<file path="config.mk">
export PLATFORM = sky130hd
export DESIGN_NAME = eetw_slave
export DESIGN_NICKNAME = d
export VERILOG_FILES = /design/src/verilog/eetw_page_buf.v /design/src/verilog/eetw_slave.v
export VERILOG_INCLUDE_DIRS = /design/src /design/src/verilog
export SDC_FILE = /design/constraint.sdc
export NUM_CORES = 1
export LEC_CHECK = 0
export BUFFER_PORTS_ARGS = -buffer_cell sky130_fd_sc_hd__buf_2
export CORE_UTILIZATION = 51
export CTS_CLUSTER_SIZE = 28
export DETAILED_ROUTE_END_ITERATION = 6
export PLACE_DENSITY = 0.73
export SLEW_MARGIN = 0
export SYNTH_ARGS = -nofsm -noshare
export SYNTH_HDL_FRONTEND = slang
export SYNTH_SLANG_ARGS = --single-unit
</file>
<file path="constraint.sdc">
create_clock -name clk_in -period 2.95 [get_ports clk_in]
set_input_delay 0.885 -clock clk_in [delete_from_list [all_inputs] [get_ports clk_in]]
set_output_delay 0.885 -clock clk_in [all_outputs]
set_load 0.01 [all_outputs]
</file>
<file path="src/verilog/eetw_defs.vh">
// Constants for the two-wire EEPROM slave: timing, addresses, reset values.
// Assumes a 10 MHz system clock; included by eetw_slave.v and eetw_page_buf.v.
//
// Function
// - SDA fall with SCL high is START
// - SDA rise with SCL high is STOP
// - SDA changes only while SCL is low
// - Keep only the last eight bytes, FIFO
// - Bi-directional mode sticks until power loss
// - Acknowledge every received byte on ninth clock
// - No acknowledge while programming is busy
// - Hold SDA low through acknowledge high phase
// - Release SDA after master's read no-acknowledge
// - Seven-bit address then direction bit
// - Acknowledge only matching address when idle
// - Second byte loads word address pointer
// - STOP after data starts timed write
// - Write clock pin ignored once programming runs
// - Buffer eight page bytes, commit after STOP
// - Only low three address bits advance (on writes; reads carry through all eight bits)
// - Write clock pin low rejects all writes
// - Writing 7Fh sets permanent protection fuse
// - Fuse set and protect low: read-only
// - Current read returns last address plus one
// - Pointer advances by one per byte

`ifndef EETW_DEFS_VH
`define EETW_DEFS_VH

`define EETW_CLK_HZ 10000000
`define EETW_TWR_MS 10
`define EETW_TWR_CYCLES ((`EETW_TWR_MS * `EETW_CLK_HZ) / 1000)
`define EETW_TMR_W 17

// Arbitrary value, not tied to any real part
`define EETW_DEV_ADDR 7'h2b

`define EETW_FUSE_LOC 7'h7f
`define EETW_WA_W 8
`define EETW_PAGE_AW 3
`define EETW_BYTE_BITS 4'h8
`define EETW_PIN_RST 1'b1
`define EETW_WA_RST 8'h00

`endif

</file>
<file path="src/verilog/eetw_page_buf.v">
// Page buffer for the EEPROM slave: small RAM, one write and one read port.
// Assumes the caller holds addresses stable; read data lag the address by one clock.
`timescale 1ns/10ps
`include "eetw_defs.vh"

module eetw_page_buf #(
  parameter DW = 8,
  parameter AW = `EETW_PAGE_AW
) (
  input wire clk_in,
  input wire rst_in,
  input wire wr_en_in,
  input wire [AW-1:0] wr_addr_in,
  input wire [DW-1:0] wr_data_in,
  input wire [AW-1:0] rd_addr_in,
  output reg [DW-1:0] rd_data_out
);

  reg [DW-1:0] mem [0:(1<<AW)-1];

  always @(posedge clk_in)
  begin
    if (wr_en_in)
    begin
      mem[wr_addr_in] <= wr_data_in;
    end
  end

  always @(posedge clk_in)
  begin
    if (rst_in)
    begin
      rd_data_out <= {DW{1'b0}};
    end
    else
    begin
      rd_data_out <= mem[rd_addr_in];
    end
  end

endmodule // eetw_page_buf

</file>
<file path="src/verilog/eetw_slave.v">
// Two-wire slave logic of a small serial EEPROM in bi-directional mode.
// Assumes an external array: registered read address, data valid one clock
// later; writes are one-cycle strobes. Reset stands for power-up.
`timescale 1ns/10ps
`include "eetw_defs.vh"

module eetw_slave #(
  parameter WRITE_CYCLES = `EETW_TWR_CYCLES,
  parameter TMR_W = `EETW_TMR_W,
  parameter [6:0] DEV_ADDR = `EETW_DEV_ADDR
) (
  input wire clk_in,
  input wire rst_in,
  input wire scl_in,
  input wire sda_in,
  output reg sda_out,
  output reg sda_oe_out,
  input wire transmit_only_clock_in,
  input wire wp_n_in,
  input wire [7:0] arr_rd_data_in,
  output reg [6:0] arr_rd_addr_out,
  output reg arr_wr_en_out,
  output reg [6:0] arr_wr_addr_out,
  output reg [7:0] arr_wr_data_out,
  output reg bidir_mode_out,
  output reg busy_out,
  output reg fuse_out
);

  localparam [2:0] ST_IDLE = 3'h0;
  localparam [2:0] ST_RX = 3'h1;
  localparam [2:0] ST_RXACK = 3'h2;
  localparam [2:0] ST_TX = 3'h3;
  localparam [2:0] ST_TXACK = 3'h4;
  localparam [2:0] ST_SKIP = 3'h5;

  localparam [1:0] IDX_CTRL = 2'h0;
  localparam [1:0] IDX_WORD = 2'h1;
  localparam [1:0] IDX_DATA = 2'h2;

  localparam integer TWR_LAST_I = WRITE_CYCLES - 1;
  localparam [TMR_W-1:0] TWR_LAST = TWR_LAST_I[TMR_W-1:0];

  // Next word address within the page: upper bits fixed
  function [7:0] page_inc;
    input [7:0] wa;
    begin
      page_inc = {wa[7:3], wa[2:0] + 3'h1};
    end
  endfunction

  // Pin synchronisers: change accepted once stages two and three agree
  wire [3:0] pin_raw;
  wire [3:0] pin_f;
  assign pin_raw = {wp_n_in, transmit_only_clock_in, sda_in, scl_in};

  genvar gi;
  generate
    for (gi = 0; gi < 4; gi = gi + 1)
    begin : g_sync
      reg s1_q;
      reg s2_q;
      reg s3_q;
      reg f_q;
      always @(posedge clk_in)
      begin
        if (rst_in)
        begin
          s1_q <= `EETW_PIN_RST;
          s2_q <= `EETW_PIN_RST;
          s3_q <= `EETW_PIN_RST;
          f_q <= `EETW_PIN_RST;
        end
        else
        begin
          s1_q <= pin_raw[gi];
          s2_q <= s1_q;
          s3_q <= s2_q;
          if (s2_q == s3_q)
          begin
            f_q <= s3_q;
          end
        end
      end
      assign pin_f[gi] = f_q;
    end
  endgenerate

  wire scl_f = pin_f[0];
  wire sda_f = pin_f[1];
  wire txoc_f = pin_f[2];
  wire wp_n_f = pin_f[3];

  reg scl_p_q;
  reg sda_p_q;
  wire scl_rise = scl_f & ~scl_p_q;
  wire scl_fall = ~scl_f & scl_p_q;
  wire start_det = bidir_mode_out & scl_f & scl_p_q & sda_p_q & ~sda_f;
  wire stop_det = bidir_mode_out & scl_f & scl_p_q & ~sda_p_q & sda_f;

  reg [2:0] st_q;
  reg [3:0] bit_q;
  reg [7:0] sh_q;
  reg [1:0] idx_q;
  reg rw_q;
  reg mack_q;
  reg [7:0] wa_q;
  reg wr_ok_q;
  reg [7:0] vld_q;
  reg [7:0] cm_vld_q;
  reg [4:0] cm_base_q;
  reg cm_act_q;
  reg [3:0] cm_q;
  reg [TMR_W-1:0] tmr_q;

  wire byte_done = (st_q == ST_RX) & scl_fall & (bit_q == `EETW_BYTE_BITS);
  wire pb_we = byte_done & (idx_q == IDX_DATA) & ~start_det & ~stop_det;
  wire [7:0] pb_rdata;
  wire [2:0] cm_slot = cm_q[2:0] - 3'h1;
  // Fuse gates the protect pin; open pin reads high and allows writes
  wire wr_allow = wr_ok_q & (~fuse_out | wp_n_f);

  eetw_page_buf #(
    .DW(8),
    .AW(`EETW_PAGE_AW)
  ) u_page_buf (
    .clk_in(clk_in),
    .rst_in(rst_in),
    .wr_en_in(pb_we),
    .wr_addr_in(wa_q[2:0]),
    .wr_data_in(sh_q),
    .rd_addr_in(cm_q[2:0]),
    .rd_data_out(pb_rdata)
  );

  // Bus protocol engine
  always @(posedge clk_in)
  begin
    if (rst_in)
    begin
      scl_p_q <= `EETW_PIN_RST;
      sda_p_q <= `EETW_PIN_RST;
      st_q <= ST_IDLE;
      bit_q <= 4'h0;
      sh_q <= 8'h00;
      idx_q <= IDX_CTRL;
      rw_q <= 1'b0;
      mack_q <= 1'b0;
      wa_q <= `EETW_WA_RST;
      wr_ok_q <= 1'b0;
      vld_q <= 8'h00;
      sda_oe_out <= 1'b0;
      sda_out <= 1'b0;
      bidir_mode_out <= 1'b0;
      arr_rd_addr_out <= 7'h00;
    end
    else
    begin
      scl_p_q <= scl_f;
      sda_p_q <= sda_f;
      sda_out <= 1'b0;
      arr_rd_addr_out <= wa_q[6:0];
      // Only power-up clears this
      if (scl_fall)
      begin
        bidir_mode_out <= 1'b1;
      end
      // Write clock pin must stay high for the whole command
      if ((st_q != ST_IDLE) && !txoc_f)
      begin
        wr_ok_q <= 1'b0;
      end
      if (start_det)
      begin
        // Repeated START drops uncommitted page data
        st_q <= ST_RX;
        bit_q <= 4'h0;
        idx_q <= IDX_CTRL;
        sda_oe_out <= 1'b0;
        vld_q <= 8'h00;
        wr_ok_q <= txoc_f;
      end
      else if (stop_det)
      begin
        st_q <= ST_IDLE;
        sda_oe_out <= 1'b0;
        vld_q <= 8'h00;
      end
      else
      begin
        case (st_q)
          ST_RX:
          begin
            if (scl_rise)
            begin
              sh_q <= {sh_q[6:0], sda_f};
              bit_q <= bit_q + 4'h1;
            end
            else if (byte_done)
            begin
              bit_q <= 4'h0;
              if (idx_q == IDX_CTRL)
              begin
                rw_q <= sh_q[0];
                if ((sh_q[7:1] == DEV_ADDR) && !busy_out)
                begin
                  sda_oe_out <= 1'b1;
                  st_q <= ST_RXACK;
                end
                else
                begin
                  st_q <= ST_SKIP;
                end
              end
              else if (idx_q == IDX_WORD)
              begin
                wa_q <= sh_q;
                sda_oe_out <= 1'b1;
                st_q <= ST_RXACK;
              end
              else
              begin
                wa_q <= page_inc(wa_q);
                vld_q[wa_q[2:0]] <= 1'b1;
                sda_oe_out <= 1'b1;
                st_q <= ST_RXACK;
              end
            end
          end
          ST_RXACK:
          begin
            // Low held until SCL falls, covering the whole high phase
            if (scl_fall)
            begin
              if ((idx_q == IDX_CTRL) && rw_q)
              begin
                sh_q <= arr_rd_data_in;
                sda_oe_out <= ~arr_rd_data_in[7];
                bit_q <= 4'h1;
                st_q <= ST_TX;
              end
              else
              begin
                sda_oe_out <= 1'b0;
                st_q <= ST_RX;
                if (idx_q != IDX_DATA)
                begin
                  idx_q <= idx_q + 2'h1;
                end
              end
            end
          end
          ST_TX:
          begin
            if (scl_fall)
            begin
              if (bit_q == `EETW_BYTE_BITS)
              begin
                sda_oe_out <= 1'b0;
                wa_q <= wa_q + 8'h01;
                st_q <= ST_TXACK;
              end
              else
              begin
                sh_q <= {sh_q[6:0], 1'b0};
                sda_oe_out <= ~sh_q[6];
                bit_q <= bit_q + 4'h1;
              end
            end
          end
          ST_TXACK:
          begin
            if (scl_rise)
            begin
              mack_q <= ~sda_f;
            end
            else if (scl_fall)
            begin
              if (mack_q)
              begin
                sh_q <= arr_rd_data_in;
                sda_oe_out <= ~arr_rd_data_in[7];
                bit_q <= 4'h1;
                st_q <= ST_TX;
              end
              else
              begin
                sda_oe_out <= 1'b0;
                st_q <= ST_SKIP;
              end
            end
          end
          ST_IDLE, ST_SKIP:
          begin
            sda_oe_out <= 1'b0;
          end
          default:
          begin
            st_q <= ST_IDLE;
            sda_oe_out <= 1'b0;
          end
        endcase
      end
    end
  end

  // Self-timed write: decision frozen at STOP, so pins are ignored after
  always @(posedge clk_in)
  begin
    if (rst_in)
    begin
      busy_out <= 1'b0;
      tmr_q <= {TMR_W{1'b0}};
      cm_act_q <= 1'b0;
      cm_q <= 4'h0;
      cm_vld_q <= 8'h00;
      cm_base_q <= 5'h00;
      arr_wr_en_out <= 1'b0;
      arr_wr_addr_out <= 7'h00;
      arr_wr_data_out <= 8'h00;
      fuse_out <= 1'b0;
    end
    else
    begin
      arr_wr_en_out <= 1'b0;
      if (stop_det && !busy_out && (|vld_q) && wr_allow)
      begin
        busy_out <= 1'b1;
        tmr_q <= {TMR_W{1'b0}};
        cm_act_q <= 1'b1;
        cm_q <= 4'h0;
        cm_vld_q <= vld_q;
        cm_base_q <= wa_q[7:3];
      end
      else if (busy_out)
      begin
        // Counts on regardless of the write clock pin
        tmr_q <= tmr_q + {{(TMR_W-1){1'b0}}, 1'b1};
        if (tmr_q == TWR_LAST)
        begin
          busy_out <= 1'b0;
        end
      end
      if (cm_act_q)
      begin
        cm_q <= cm_q + 4'h1;
        if (cm_q == `EETW_BYTE_BITS)
        begin
          cm_act_q <= 1'b0;
        end
        if (cm_q != 4'h0)
        begin
          arr_wr_en_out <= cm_vld_q[cm_slot];
          arr_wr_addr_out <= {cm_base_q[3:0], cm_slot};
          arr_wr_data_out <= pb_rdata;
          if (cm_vld_q[cm_slot] && ({cm_base_q[3:0], cm_slot} == `EETW_FUSE_LOC))
          begin
            fuse_out <= 1'b1;
          end
        end
      end
    end
  end

endmodule // eetw_slave
</file>
==> flow_metrics.tcl, run 1 <==
set metrics [dict create \
    fin_nets 745 \
    finalHoldViolCount 0 \
    grt_max_degree 84 \
    row_count 44 \
    grt_usage_pct 20.9 \
    dp_hpwl_mm 10.6 \
    yosysSeqAreaShare_pct 56.3 \
    avgSynthCellArea_um2 11.3 \
    finClkSkew_ns 0.00970 \
    synth_fa_ha_area_share_pct 1.74 \
    setup_viol 0 \
    fmax_mhz 410 \
    syn-num-nets 710 \
    ys.flop_type "dfxtp_1" \
    syn_area_um2 7750 \
    synth_edf_count 64 \
    post_drt_wl_per_cell_um 17.1 \
    regArea_um2 4360 \
    port_buffers 40 \
    crit_type "flop to flop" \
    maxCapViolations 0 \
    dr_wl_met2_mm 7.53 \
    gp_congestion 0.844 \
    cts-htree-levels 4 \
    clockBufferDepth 2 \
    finalWorstSetupSlack_ns 0.513 \
    highest_layer "met5" \
    rsz0062_at_grt "no" \
    grt_pass1_wl_mm 25.7 \
    post-route-period-util_pct 82.6 \
    yosys.cell_types.count 64 \
    yosys.area_share.xor_xnor_pct 2.26 \
    ys_ff_latch 186 \
    overflow 0 \
    post-place-ws_ns 0.510 \
    num_vias 5241 \
    timing.slew.headroom_pct 43.0 \
    routed_wl_mm 15.7 \
    ioPinCount 42 \
    muxShareOfSynthArea_pct 9.50 \
    synthesis.instances 686 \
    final_common_cell "dfxtp_1" \
    grt_pass1_vias 5099 \
    cts_resized 0 \
    hold_buffers 0 \
    multi_input_area_um2 3110 \
    violations "DRC" \
    wl_met3_um 737 \
    cp.arrival_ns 2.50 \
    slew_violations 0 \
    tightestPinTransition_ns 0.854 \
    drcViolationCount 6 \
    start_util_pct 52.7 \
    numCtsBuffers 17 \
    p_leak_nw 3.08 \
    die_w_um 125 \
    min_period_ns 2.44 \
    insertedDiodeCount 0 \
    areaGrowthSynthToFinish_pct 12.3 \
    fillers 1172 \
    post_cts_buffers 0 \
    drt-met1-wl_mm 7.12 \
    power-per-cell-area_nw_per_um2 584 \
    mostFrequentLayoutCells "122 x dfxtp_1, 86 x nor2_1, 64 x edfxtp_1, 48 x a21oi_1, 44 x nand2_1" \
    async_flop_share_pct 0 \
    fp.dieH_um 125 \
    cts.clk_slew.worst_paths_ns 0.06 \
    synth-compound-area-share_pct 10.6 \
    ir_worst_vdd_uv 462 \
    cp-start-kind "flop" \
    cp-end-kind "flop" \
    antenna_found_initial 1 \
    drive_above_1_share_pct 18.3 \
    clk_latency_ns 0.43 \
    final.setup.tns_ns 0 \
    first_pass_iters 7 \
    outcome "finished with violations" \
    yosys.area_share.simple_pct 16.0 \
    antenna_left 0 \
    post-route-util_pct 59.2 \
    critical_path_required_ns 3.01 \
    dieArea_um2 15700 \
    path_max_fanout 11 \
    synth_top_family_by_area "simple AND/OR/NAND/NOR gates" \
    root_buffer "clkbuf_16" \
    cts.sinks 186 \
    drtIter0Drc 438 \
    cts_tree "yes" \
    yosysWarnings 0 \
    core_um2 14700 \
    hp-class "flop to flop" \
    vias_per_cell 5.71 \
]
## critical path, cell delays in order, from the launching register on
cell and delay, ns:
dfxtp_1 0.53, nor3b_4 0.38, and3_1 0.34, nand3b_1 0.17, nor2_1 0.64
## worst paths after layout
kind	from	endpoint	slack [ns]	cells past startpoint
worst max register to register	st_q[0]	u_page_buf.mem[4][3]	0.51	4
worst min register to register	g_sync[2].s1_q	g_sync[2].s2_q	0.41	1
worst min-delay path	g_sync[2].s1_q	g_sync[2].s2_q	0.41	1
worst max-delay path	st_q[0]	u_page_buf.mem[4][3]	0.51	4
## synthesized netlist by cell type, types with 7 or more instances
| library cell | n | area share (%) |
|---|---|---|
| a21oi_1 | 48 | 3.1 |
| clkbuf_1 | 18 | 0.87 |
| xor2_1 | 9 | 1.0 |
| nor2_1 | 86 | 4.2 |
| or2_2 | 15 | 1.2 |
| nand2b_1 | 7 | 0.57 |
| buf_2 | 8 | 0.52 |
| edfxtp_1 | 64 | 25 |
| and3_1 | 9 | 0.73 |
| nor3_1 | 13 | 0.84 |
| nor2b_1 | 9 | 0.73 |
| inv_1 | 18 | 0.87 |
| nand2_1 | 44 | 2.1 |
| mux4_2 | 18 | 5.2 |
| o21ai_0 | 17 | 1.1 |
| a311oi_2 | 8 | 1.6 |
| a211oi_1 | 7 | 0.68 |
| nand3_1 | 21 | 1.4 |
| dfxtp_1 | 122 | 32 |
| ha_1 | 10 | 1.6 |
| mux2i_1 | 33 | 4.3 |
| xnor2_1 | 11 | 1.2 |
## registers in the layout (all words and copies together) (netlist names), 2 cells and up
register	cells
u_page_buf.mem	64
tmr_q	17
arr_wr_data_out	8
cm_vld_q	8
sh_q	8
u_page_buf.rd_data_out	8
vld_q	8
arr_rd_addr_out	7
arr_wr_addr_out	7
wa_q	7
bit_q	4
cm_base_q	4
cm_q	4
g_sync.f_q	4
g_sync.s1_q	4
g_sync.s2_q	4
g_sync.s3_q	4
st_q	3
idx_q	2
## routing by layer
layer  GRT usage, %  up-vias
li1               -     2531
met3           5.52       28
met1           27.1     2525
met4           7.10        2
met5              0        -
met2           34.0      155
## cells by family after synthesis
kind of cell    count (synthesis)
xor+xnor                       20
compound gates                116
simple gates                  244
flops                         186
fa+ha+maj                      11
mux                            51
buf+inv                        57
other cells                     1
## per-stage QoR
| stage | total power (W) | hold slack, ns | instances | instance area, um^2 |
|---|---|---|---|---|
| 2_1_floorplan | 0.00274 | 0.389 | 686 | 7750 |
| 3_3_place_gp | 0.00275 | 0.392 | 886 | 8080 |
| 3_5_place_dp | 0.00275 | 0.397 | 886 | 8080 |
| 4_1_cts | 0.00513 | 0.410 | 918 | 8700 |
| 5_1_grt | 0.00523 | 0.427 | 918 | 8700 |
| 6_report | 0.00508 | 0.412 | 918 | 8700 |
## layout make-up
cell class | count | area share [%]
Clock inverter | 13 | 2.19
Multi-Input combinational cell | 443 | 35.7
Tap cell | 184 | 2.65
Clock buffer | 19 | 4.97
Sequential cell | 186 | 50.2
Timing Repair Buffer | 54 | 3.51
Inverter | 19 | 0.820
## power by group
part           internal [W]  leakage (nW)  switching (W)   total, W
Combinational     0.0000151          1.20      0.0000337  0.0000488
Clock               0.00143         0.299       0.000959    0.00239
Sequential          0.00264          1.58     0.00000368    0.00264
Total               0.00408          3.08       0.000996    0.00508
Power figures use the tool's default switching activity.
==> run 2: changes to the inputs <==
--- a/config.mk
+++ b/config.mk
@@ -6,6 +6,7 @@
 export SDC_FILE = /design/constraint.sdc
 export NUM_CORES = 1
 export LEC_CHECK = 0
+export ABC_AREA = 1
 export BUFFER_PORTS_ARGS = -buffer_cell sky130_fd_sc_hd__buf_2
 export CORE_UTILIZATION = 51
 export CTS_CLUSTER_SIZE = 28
==> constraint.sdc (replaced) <==
create_clock -name clk_in -period 2.4 [get_ports clk_in]
set_input_delay 0.72 -clock clk_in [delete_from_list [all_inputs] [get_ports clk_in]]
set_output_delay 0.72 -clock clk_in [all_outputs]
set_load 0.01 [all_outputs]
==> run 2 against run 1 <==
  * The flow now finishes without violations
  * Sequential power up 30%
  * Wire length up 12%
  * Synthesized cell count up 34%
  * Critical path type unchanged
==> flow_metrics.tcl, run 2 <==
set metrics [dict create \
    outcome "complete, no violations" \
    row_count 44 \
    largest_reg_flops 64 \
    clk_latency_ns 0.43 \
    clockBufferDepth 2 \
    slew_violations 0 \
    post_drt_wl_per_cell_um 14.9 \
    reg.largest.list "u_page_buf.mem (64), tmr_q (17)" \
    syn_area_um2 7810 \
    cpMaxStageDelayCell "dfxtp_1" \
    cts_tree "yes" \
    fmax_mhz 472 \
    start_util_pct 52.9 \
    drcViolationCount 0 \
    regMostFlops "u_page_buf.mem" \
    dp_hpwl_mm 12.1 \
    finClkSkew_ns 0.0112 \
    grt_max_degree 42 \
    dieArea_um2 15800 \
    p_leak_nw 3.55 \
    maxCapViolations 0 \
    timing.slew.headroom_pct 66.3 \
    mostFrequentLayoutCells "159 x nor2_1, 154 x nand2_1, 122 x dfxtp_1, 86 x o21ai_0, 70 x inv_1" \
    numCtsBuffers 17 \
    yosys.cell_types.count 40 \
    insertedDiodeCount 0 \
    synth_commonest_cells "159 x nor2_1, 154 x nand2_1, 122 x dfxtp_1" \
    cts-htree-levels 4 \
    synthesis.instances 922 \
    async_flop_share_pct 0 \
    finalInstanceArea_um2 8900 \
    final.setup.tns_ns 0 \
    gp_congestion 0.963 \
    areaGrowthSynthToFinish_pct 14.0 \
    critical_path_required_ns 2.54 \
    grt_pass1_wl_mm 28.6 \
    port_buffers 40 \
    routed_wl_mm 17.5 \
    overflow 0 \
    ioPinCount 42 \
    grt_usage_pct 23.1 \
    path_max_fanout 8 \
    drive_above_1_share_pct 13.4 \
    ir_worst_vdd_uv 619 \
    finalHoldViolCount 0 \
    fp.dieH_um 126 \
    crit_chain "inv_1 > ha_1 > nand2_1 > nor2_1 > nand2_1 > nor2_1 > nand3_2 > nor4_1 > buf_4" \
    grt_pass1_vias 5816 \
    synth_most_common_cell "nor2_1" \
    finalWorstSetupSlack_ns 0.280 \
    final_common_cell "nor2_1" \
    syn-num-nets 946 \
    synth.top_cells.by_area "dfxtp_1 31%, edfxtp_1 25%, nor2_1 7.6%" \
    antenna_found_initial 0 \
    yosysSeqAreaShare_pct 55.9 \
    holdWs_ns 0.409 \
    cp.arrival_ns 2.26 \
    cts.sinks 186 \
    dpl_cell_area_um2 8300 \
    cts.clk_slew.worst_paths_ns 0.07 \
    antenna_left 0 \
    yosys.area.top_type "dfxtp_1" \
    root_buffer "clkbuf_16" \
    synth_edf_count 64 \
    cp-start-kind "flop" \
    vias_per_cell 5.43 \
    num_vias 6357 \
    post-place-ws_ns 0.206 \
    crit_type "flop to flop" \
    synth_top_area_share_pct 31.3 \
    rsz0062_at_grt "no" \
    avgSynthCellArea_um2 8.47 \
    setup_viol 0 \
    hp-class "flop to flop" \
    post-route-period-util_pct 88.3 \
    cp-end-kind "flop" \
    fin_nets 997 \
    power-per-cell-area_nw_per_um2 773 \
    core_um2 14800 \
    first_pass_iters 5 \
    ys_ff_latch 186 \
    die_w_um 126 \
    min_period_ns 2.12 \
    ys.flop_type "dfxtp_1" \
    yosysWarnings 0 \
    tightestPinTransition_ns 0.505 \
    slowest_delay_ns 0.34 \
    drtIter0Drc 461 \
]
-- run 2: worst max-delay path, delay by kind of cell, from the launching register on --
family	cells	cell delay (ns)
AND/OR/NAND/NOR	6	1.02
flip-flops	1	0.34
buffers and inverters	2	0.31
adder cells (fa/ha/maj)	1	0.16
-- run 2: logic make-up after synthesis --
family	synth area share, %
xor+xnor	1.46
compound gates	11.8
simple gates	23.8
fa+ha+maj	1.60
buf+inv	5.51
flops	55.9
other cells	0.0480
-- run 2: report_power, final --
group	internal [W]	leakage (nW)	switching, W
Sequential	0.00332	1.58	0.0000938
Clock	0.00164	0.300	0.00121
Combinational	0.000190	1.67	0.000429
-- run 2: stage by stage --
stage / total power [W] / util (%) / instances
global placement: 0.00409 / 56.2 / 1138
floorplan: 0.00393 / - / 922
finish: 0.00688 / 60.3 / 1170
global route: 0.00715 / 60.3 / 1170
CTS: 0.00691 / 60.3 / 1170
detailed placement: 0.00409 / 56.2 / 1138
-- run 2: what timing repair did --
action,4_1_cts,5_1_grt
buffers inserted,0,0
setup endpoints to repair,0,32
resized for setup,0,1
hold buffers,0,0
-- run 2: cell type report --
type	count	area, um^2
flip-flops and latches	186	4360
multi-input cells	624	3020
clock inverters	12	134
clock buffers	20	468
well taps	184	230
inverters	79	297
fillers	1276	5850
repair buffers	65	388
-- run 2: worst paths after layout --
path / startpoint / to / slack, ns / depth (start not counted)
max: bit_q[0] / u_page_buf.mem[2][7] / 0.28 / 9
min: g_sync[2].s1_q / g_sync[2].s2_q / 0.41 / 1
max reg2reg: bit_q[0] / u_page_buf.mem[2][7] / 0.28 / 9
min reg2reg: g_sync[2].s1_q / g_sync[2].s2_q / 0.41 / 1
-- run 2: routing by layer --
layer	part of all wire [%]	vias up	track usage, %
met4	1.7	0	7.73
met2	46	228	36.3
met1	46	2929	31.5
met3	6.4	26	5.48
li1	-	3174	-
met5	0	-	0
